===== config.mk =====
export PLATFORM = sky130hd
export DESIGN_NAME = fqsg_status_group
export DESIGN_NICKNAME = d
export VERILOG_FILES = /design/src/include/fqsg_pkg.sv /design/src/verilog/fqsg_status_group.sv /design/src/verilog/fqsg_edge_latch.sv
export VERILOG_INCLUDE_DIRS = /design/src /design/src/include
export SDC_FILE = /design/constraint.sdc
export NUM_CORES = 1
export LEC_CHECK = 0
export BUFFER_PORTS_ARGS = -buffer_cell sky130_fd_sc_hd__buf_2
export CAP_MARGIN = 10
export CORE_ASPECT_RATIO = 1.75
export CORE_MARGIN = 4
export CORE_UTILIZATION = 50
export DETAILED_ROUTE_END_ITERATION = 8
export GPL_TIMING_DRIVEN = 0
export PLACE_DENSITY = 0.74
export SETUP_SLACK_MARGIN = 0.05
export SLEW_MARGIN = 20
export SYNTH_ARGS = -nofsm -noshare
export SYNTH_HDL_FRONTEND = slang
export SYNTH_HIERARCHICAL = 1
export SYNTH_SLANG_ARGS = --single-unit

===== constraint.sdc =====
create_clock -name clk -period 1.65 [get_ports clk]
set_input_delay 0.0825 -clock clk [delete_from_list [all_inputs] [get_ports clk]]
set_output_delay 0.0825 -clock clk [all_outputs]
set_load 0.02 [all_outputs]

===== src/include/fqsg_regs.svh =====
// Constants of the frequency status group: widths, bit positions,
// register select codes and reset values.
// Assumes it is included by the package and the modules that need it.
`ifndef FQSG_REGS_SVH
`define FQSG_REGS_SVH

`define FQSG_W 16
`define FQSG_SEL_W 3

// Condition bit positions
`define FQSG_BIT_SYNTH 0
`define FQSG_BIT_REF10 1
`define FQSG_BIT_REF1G 2
`define FQSG_BIT_BBAND 3
`define FQSG_BIT_SAMPLER 5
`define FQSG_BIT_TUNED_OSC 6

// Register select codes of the command port
`define FQSG_SEL_COND 3'h0
`define FQSG_SEL_PTR 3'h1
`define FQSG_SEL_NTR 3'h2
`define FQSG_SEL_EVENT 3'h3
`define FQSG_SEL_ENABLE 3'h4

// Reset values
`define FQSG_COND_RST 16'h0000
`define FQSG_PTR_RST 16'hFFFF
`define FQSG_NTR_RST 16'h0000
`define FQSG_EVENT_RST 16'h0000
`define FQSG_ENABLE_RST 16'h0000
`define FQSG_ZERO 16'h0000

`endif


===== src/include/fqsg_pkg.sv =====
// Types of the frequency status group: register selects, command,
// response and lock status carriers.
// Assumes fqsg_regs.svh is on the include path.
`include "fqsg_regs.svh"

package fqsg_pkg;

	typedef enum logic [`FQSG_SEL_W-1:0] {
		FQSG_SEL_COND = `FQSG_SEL_COND,
		FQSG_SEL_PTR = `FQSG_SEL_PTR,
		FQSG_SEL_NTR = `FQSG_SEL_NTR,
		FQSG_SEL_EVENT = `FQSG_SEL_EVENT,
		FQSG_SEL_ENABLE = `FQSG_SEL_ENABLE
	} fqsg_sel_t;

	typedef struct packed {
		logic valid;
		logic write;
		fqsg_sel_t sel;
		logic [`FQSG_W-1:0] wdata;
	} fqsg_cmd_t;

	typedef struct packed {
		logic valid;
		logic err;
		logic [`FQSG_W-1:0] data;
	} fqsg_rsp_t;

	typedef struct packed {
		logic synth_unlock;
		logic ref10_unlock;
		logic ref1g_unlock;
		logic baseband_unlock;
		logic sampler_unlock;
		logic tuned_oscillator_loop_unlock;
	} fqsg_lock_t;

endpackage : fqsg_pkg


===== src/verilog/fqsg_status_group.sv =====
// Frequency status group: live lock condition, transition filters,
// destructive-read event register, enable mask and summary bit.
// Assumes lock inputs are synchronous to clk; commands one per cycle.
//
// Operation
// Condition follows lock inputs every clock; writes to it are refused.
// Bit 0 shows synthesizer unlocked.
// Bit 1 shows 10 MHz reference unlocked.
// Bit 2 shows 1 GHz reference unlocked.
// Full variant: bit 3 shows baseband generator unlocked.
// Bit 5 shows sampler loop unlocked.
// Full variant: bit 6 shows tuned oscillator loop unlocked.
// Full variant: bits 4, 7 to 15 always read zero.
// Reduced variant: bits 3, 4, 6 to 15 read zero.
// Build parameter ties the 1 GHz reference bit to zero.
// Condition read returns the whole register as one value.
// Rising condition bit sets event where positive filter enables it.
// Falling condition bit sets event where negative filter enables it.
// Event bits stay set until the event register is read.
// Event read returns contents, then clears the register.
// Summary is high while any enabled event bit is set.
// Filter and enable masks read back as last written.
// All registers 16 bits; edges compare against previous clock.
// Reset clears events and enable, positive filter ones, negative zeros.
`include "fqsg_regs.svh"

module fqsg_status_group
	import fqsg_pkg::*;
#(
	parameter bit FULL_VARIANT = 1'b1,
	parameter bit TIE_REF1G = 1'b0
) (
	// Clock and reset
	input wire logic clk,
	input wire logic rstn,
	// Live lock status
	input wire fqsg_lock_t lock_in,
	// Command port
	input wire fqsg_cmd_t cmd,
	output fqsg_rsp_t rsp_ff,
	// Summary to the parent condition register
	output logic summary
);

	localparam logic [`FQSG_W-1:0] BIT1 = 16'h0001;
	localparam logic [`FQSG_W-1:0] LIVE_MASK =
		(BIT1 << `FQSG_BIT_SYNTH) | (BIT1 << `FQSG_BIT_REF10) |
		(TIE_REF1G ? `FQSG_ZERO : (BIT1 << `FQSG_BIT_REF1G)) |
		(FULL_VARIANT ? (BIT1 << `FQSG_BIT_BBAND) : `FQSG_ZERO) |
		(BIT1 << `FQSG_BIT_SAMPLER) |
		(FULL_VARIANT ? (BIT1 << `FQSG_BIT_TUNED_OSC) : `FQSG_ZERO);

	logic [`FQSG_W-1:0] nxt_cond;
	logic [`FQSG_W-1:0] cond_ff;
	logic [`FQSG_W-1:0] prev_ff;
	logic [`FQSG_W-1:0] ptr_ff;
	logic [`FQSG_W-1:0] ntr_ff;
	logic [`FQSG_W-1:0] enable_ff;
	logic [`FQSG_W-1:0] event_ff;
	logic evt_read;
	logic wr_ptr;
	logic wr_ntr;
	logic wr_enable;
	fqsg_rsp_t nxt_rsp;

	// lock bit mapping
	// unused and tied bits stay zero
	always_comb begin
		nxt_cond = `FQSG_ZERO;
		nxt_cond[`FQSG_BIT_SYNTH] = lock_in.synth_unlock;
		nxt_cond[`FQSG_BIT_REF10] = lock_in.ref10_unlock;
		nxt_cond[`FQSG_BIT_REF1G] = lock_in.ref1g_unlock;
		nxt_cond[`FQSG_BIT_BBAND] = lock_in.baseband_unlock;
		nxt_cond[`FQSG_BIT_SAMPLER] = lock_in.sampler_unlock;
		nxt_cond[`FQSG_BIT_TUNED_OSC] = lock_in.tuned_oscillator_loop_unlock;
		nxt_cond = nxt_cond & LIVE_MASK;
	end

	// condition tracks inputs, no write path
	// previous sample for edge detection
	always_ff @(posedge clk) begin
		if (!rstn) begin
			cond_ff <= `FQSG_COND_RST;
			prev_ff <= `FQSG_COND_RST;
		end else begin
			cond_ff <= nxt_cond;
			prev_ff <= cond_ff;
		end
	end

	always_comb begin
		wr_ptr = cmd.valid && cmd.write && (cmd.sel == FQSG_SEL_PTR);
		wr_ntr = cmd.valid && cmd.write && (cmd.sel == FQSG_SEL_NTR);
		wr_enable = cmd.valid && cmd.write && (cmd.sel == FQSG_SEL_ENABLE);
		evt_read = cmd.valid && !cmd.write && (cmd.sel == FQSG_SEL_EVENT);
	end

	// masks store the written weight sum
	// filter reset values
	always_ff @(posedge clk) begin
		if (!rstn) begin
			ptr_ff <= `FQSG_PTR_RST;
			ntr_ff <= `FQSG_NTR_RST;
		end else begin
			if (wr_ptr) begin
				ptr_ff <= cmd.wdata;
			end
			if (wr_ntr) begin
				ntr_ff <= cmd.wdata;
			end
		end
	end

	// enable mask clears at reset
	always_ff @(posedge clk) begin
		if (!rstn) begin
			enable_ff <= `FQSG_ENABLE_RST;
		end else if (wr_enable) begin
			enable_ff <= cmd.wdata;
		end
	end

	// filtered sticky events
	// read clears, a new edge still wins
	fqsg_edge_latch #(
		.W(`FQSG_W)
	) u_edge_latch (
		.clk(clk),
		.rstn(rstn),
		.cond(cond_ff),
		.prev(prev_ff),
		.rise_mask(ptr_ff),
		.fall_mask(ntr_ff),
		.clear(evt_read),
		.event_ff(event_ff)
	);

	// summary of enabled events
	assign summary = |(event_ff & enable_ff);

	// read answers; refused writes flag an error
	always_comb begin
		nxt_rsp.valid = cmd.valid;
		nxt_rsp.err = 1'b0;
		nxt_rsp.data = `FQSG_ZERO;
		if (cmd.valid) begin
			case (cmd.sel)
				FQSG_SEL_COND: begin
					nxt_rsp.err = cmd.write;
					nxt_rsp.data = cmd.write ? `FQSG_ZERO : cond_ff;
				end
				FQSG_SEL_PTR: begin
					nxt_rsp.data = cmd.write ? `FQSG_ZERO : ptr_ff;
				end
				FQSG_SEL_NTR: begin
					nxt_rsp.data = cmd.write ? `FQSG_ZERO : ntr_ff;
				end
				FQSG_SEL_EVENT: begin
					nxt_rsp.err = cmd.write;
					nxt_rsp.data = cmd.write ? `FQSG_ZERO : event_ff;
				end
				FQSG_SEL_ENABLE: begin
					nxt_rsp.data = cmd.write ? `FQSG_ZERO : enable_ff;
				end
				default: begin
					nxt_rsp.err = 1'b1;
				end
			endcase
		end
	end

	always_ff @(posedge clk) begin
		if (!rstn) begin
			rsp_ff <= '0;
		end else begin
			rsp_ff <= nxt_rsp;
		end
	end

	// Helper state for the checks below
	logic run_ff;
	logic first_ff;
	logic [`FQSG_W-1:0] rise_hit;
	logic [`FQSG_W-1:0] fall_hit;

	always_ff @(posedge clk) begin
		if (!rstn) begin
			run_ff <= 1'b0;
			first_ff <= 1'b1;
		end else begin
			run_ff <= 1'b1;
			first_ff <= 1'b0;
		end
	end

	always_comb begin
		rise_hit = cond_ff & ~prev_ff & ptr_ff;
		fall_hit = ~cond_ff & prev_ff & ntr_ff;
	end
endmodule : fqsg_status_group


===== src/verilog/fqsg_edge_latch.sv =====
// Sticky edge latch: per-bit rising and falling detection gated by
// two filters, with a clear that loses to a simultaneous set.
// Assumes cond and prev are registered one clock apart by the caller.
`include "fqsg_regs.svh"

module fqsg_edge_latch #(
	parameter int W = `FQSG_W
) (
	// Clock and reset
	input wire logic clk,
	input wire logic rstn,
	// Condition now and one clock earlier
	input wire logic [W-1:0] cond,
	input wire logic [W-1:0] prev,
	// Filters
	input wire logic [W-1:0] rise_mask,
	input wire logic [W-1:0] fall_mask,
	// Clear request
	input wire logic clear,
	// Latched events
	output logic [W-1:0] event_ff
);

	logic [W-1:0] set_bits;
	logic [W-1:0] nxt_event;

	always_comb begin
		set_bits = (cond & ~prev & rise_mask) | (~cond & prev & fall_mask);
		// A set in the clearing cycle survives
		nxt_event = (clear ? {W{1'b0}} : event_ff) | set_bits;
	end

	always_ff @(posedge clk) begin
		if (!rstn) begin
			event_ff <= W'(`FQSG_EVENT_RST);
		end else begin
			event_ff <= nxt_event;
		end
	end

endmodule : fqsg_edge_latch


==> impl_metrics.csv <==
group,metric,value,unit
timing,max_freq,0.624,GHz
route,wire_per_inst,20.5,um
global_route,grt_pass1_vias,4262,
yosys,yosys.area.top_type,"dfxtp_1",
timing,final.period_utilization,97.2,%
placed_design,place_area,4810,um2
power_and_ir_drop,ir_drop,0.000779,V
clocking,clk_path_buf_depth,2,
yosys,synthFlopType,"dfxtp_1",
clocking,root_buffer,"clkbuf_16",
yosys,synthCells,477,
placed_design,place_congestion,0.958,
floorplanning,row_count,44,
route,drt_iter0_markers,491,
clocking,cts_num_sinks,94,
yosys,ys_ff_latch,94,
route,drt-total-wl,14.3,mm
worst_setup_path,required,1.57,ns
worst_setup_path,start_kind,"flip-flop",
route,viasPerCell,6.18,
route,vias,4308,
placed_design,port_buffers,45,
placed_design,pre_cts_ws,-0.320,ns
global_route,grt_pass1_wl,22.3,mm
floorplanning,die_h,131,um
worst_setup_path,cp_max_fo,3,
yosys,synthTopCellsByCount,"94 x dfxtp_1, 80 x nand3_1, 48 x a21oi_1, 45 x o21ai_0, 37 x nand3b_1",
timing,fin_skew,0.00648,ns
timing,tightest_slew,0.832,ns
yosys,ys_warn_count,6,
global_route,grt_overflow,0,
yosys,synth_edf_count,0,
timing,fin_ws,0.0464,ns
min_path,hold_class,"primary input to flip-flop",
route,antenna_left,0,
timing,layout_min_cycle_time,1.60,ns
route,first_pass_iters,6,
cells_and_area,postLayoutCellArea,5180,um2
timing,whs,0.00778,ns
route,drcViolationCount,0,
clocking,cts_max_level,3,
placed_design,dp_cells,676,
worst_setup_path,cp-end-kind,"primary output",
floorplanning,ios,48,
outcome,status,"complete, no violations",
power_and_ir_drop,leakagePower,0.00195,uW
timing,rsz0062_at_grt,"true",
cells_and_area,drive_above_1_share,19.2,%
global_route,grt_max_degree,15,
clocking,clk_latency,0.35,ns
worst_setup_path,crit_arrival,1.52,ns
floorplanning,die_w,78.0,um
global_route,grt_antenna_before_repair,0,
floorplanning,dieArea,10200,um2
cells_and_area,diodes,0,
timing,hold_violations,0,
timing,drv_slew,0,
cells_and_area,layoutNonFillerInstCount,697,
global_route,grt_usage,28.8,%
yosys,netlist.area_leader.share,43.8,%
cells_and_area,syn2layout_area_growth,20.8,%
cells_and_area,nets,607,
clocking,numCtsBuffers,9,
yosys,async_reset_ff_share,0,%
clocking,clk_pin_slew_worst_paths,0.06,ns
yosys,yosysMostFrequentCell,"dfxtp_1",
yosys,seq_area_frac_synth,43.8,%
timing,timing.max_slew.rel_slack,44.1,%
worst_setup_path,path_class,"flip-flop to primary output",
yosys,synth.area.top_cells,"dfxtp_1 44%, nand3_1 9.3%, nand4b_1 6.7%, nand3b_1 6.5%, a21oi_1 5.6%",
placed_design,dp_hpwl,10.0,mm
clocking,tritoncts,"built",
floorplanning,core,8310,um2
yosys,synth_cell_types,35,
timing,setup_viol,0,
floorplanning,start_util,51.6,%
yosys,syn_area_per_cell,9.00,um2
yosys,syn-cell-area,4290,um2
flow_run,drv_cap,0,
power_and_ir_drop,power_density,960,nW/um2
==> power breakdown <==
group / total (uW) / switching [uW] / internal, uW
Clock: 2060 / 859 / 1200
Sequential: 2410 / 66.6 / 2340
Combinational: 513 / 318 / 195
==> sequential cells by signal, summed over array words and instances, names as in the netlist <==
register,count
ptr_ff,16
ntr_ff,16
u_edge_latch/event_ff,16
enable_ff,16
prev_ff,6
rsp_ff,18
cond_ff,6
==> worst paths after layout <==
| check | endpoint | from | cells after the start | slack [ns] |
|---|---|---|---|---|
| hold / removal | ptr_ff[1] | cmd[1] | 3 | 0.008 |
| hold reg to reg | ntr_ff[1] | ntr_ff[1] | 2 | 0.50 |
| setup / recovery | summary | u_edge_latch/event_ff[13] | 4 | 0.05 |
| setup reg to reg | rsp_ff[0] | u_edge_latch/event_ff[0] | 3 | 0.65 |
==> cell type report <==
class                   instances  area (um2)
flip-flops and latches         94        1880
clock buffers                  10         239
plain buffers                  44         249
well taps                     115         144
clock inverters                 5        50.0
inverters                       3        11.3
repair buffers                 51         292
multi-input cells             375        2320
fillers                       754        3130
==> kinds of logic (layout without fill, tap and decap cells) <==
logic type	Yosys count	after routing	share of synthesized area, %
AND/OR/NAND/NOR	190	190	28.7
AO/OA/AOI/OAI	129	129	17.2
flip-flops	94	94	43.8
buffers and inverters	47	113	6.03
multiplexers	16	16	4.20
other	1	40	0.0874
==> metrics by stage <==
stage | utilization, % | power [uW] | TNS (ns)
global placement | 57.8 | 2920 | -2.81
detailed placement | 57.8 | 2930 | -2.98
finish | 62.4 | 4980 | 0
floorplan | - | 2740 | 0
CTS | 62.2 | 4960 | 0
global route | 62.4 | 5120 | -0.0155
==> per-layer routing <==
| metal | vias to the layer above | part of all wire, % | track usage [%] |
|---|---|---|---|
| li1 | 1940 | - | - |
| met1 | 2040 | 35 | 30.3 |
| met2 | 251 | 51 | 51.0 |
| met3 | 77 | 7.7 | 5.76 |
| met4 | 0 | 6.3 | 20.8 |
| met5 | - | 0 | 0 |
==> worst max-delay path: stages, from the launching register on <==
cell	delay, ns
dfxtp_1	0.35
a22o_1	0.26
a221oi_2	0.22
nand4_1	0.18
buf_6	0.17
==> layout by cell type, fill, tap and decap left out, types with 9 or more instances in the layout <==
cell type | synthesis | routed
nand3_1 | 80 | 80
clkbuf_16 | 0 | 9
nand3b_1 | 37 | 37
nand4b_1 | 33 | 33
conb_1 | 1 | 40
mux2_2 | 16 | 16
and2_1 | 13 | 13
dfxtp_1 | 94 | 92
o21ai_0 | 45 | 45
a21oi_1 | 48 | 48
buf_2 | 11 | 55
clkbuf_1 | 17 | 16
nand2_1 | 11 | 11
a21o_1 | 10 | 10
==> timing repair <==
item,in CTS,in global routing
hold buffers,6,0
setup buffers,0,0
pin swaps,1,3
gates resized for setup,3,5
setup endpoints to repair,9,1
endpoints found under the hold margin,6,0
Note: power is estimated with default switching activity, not from simulation.
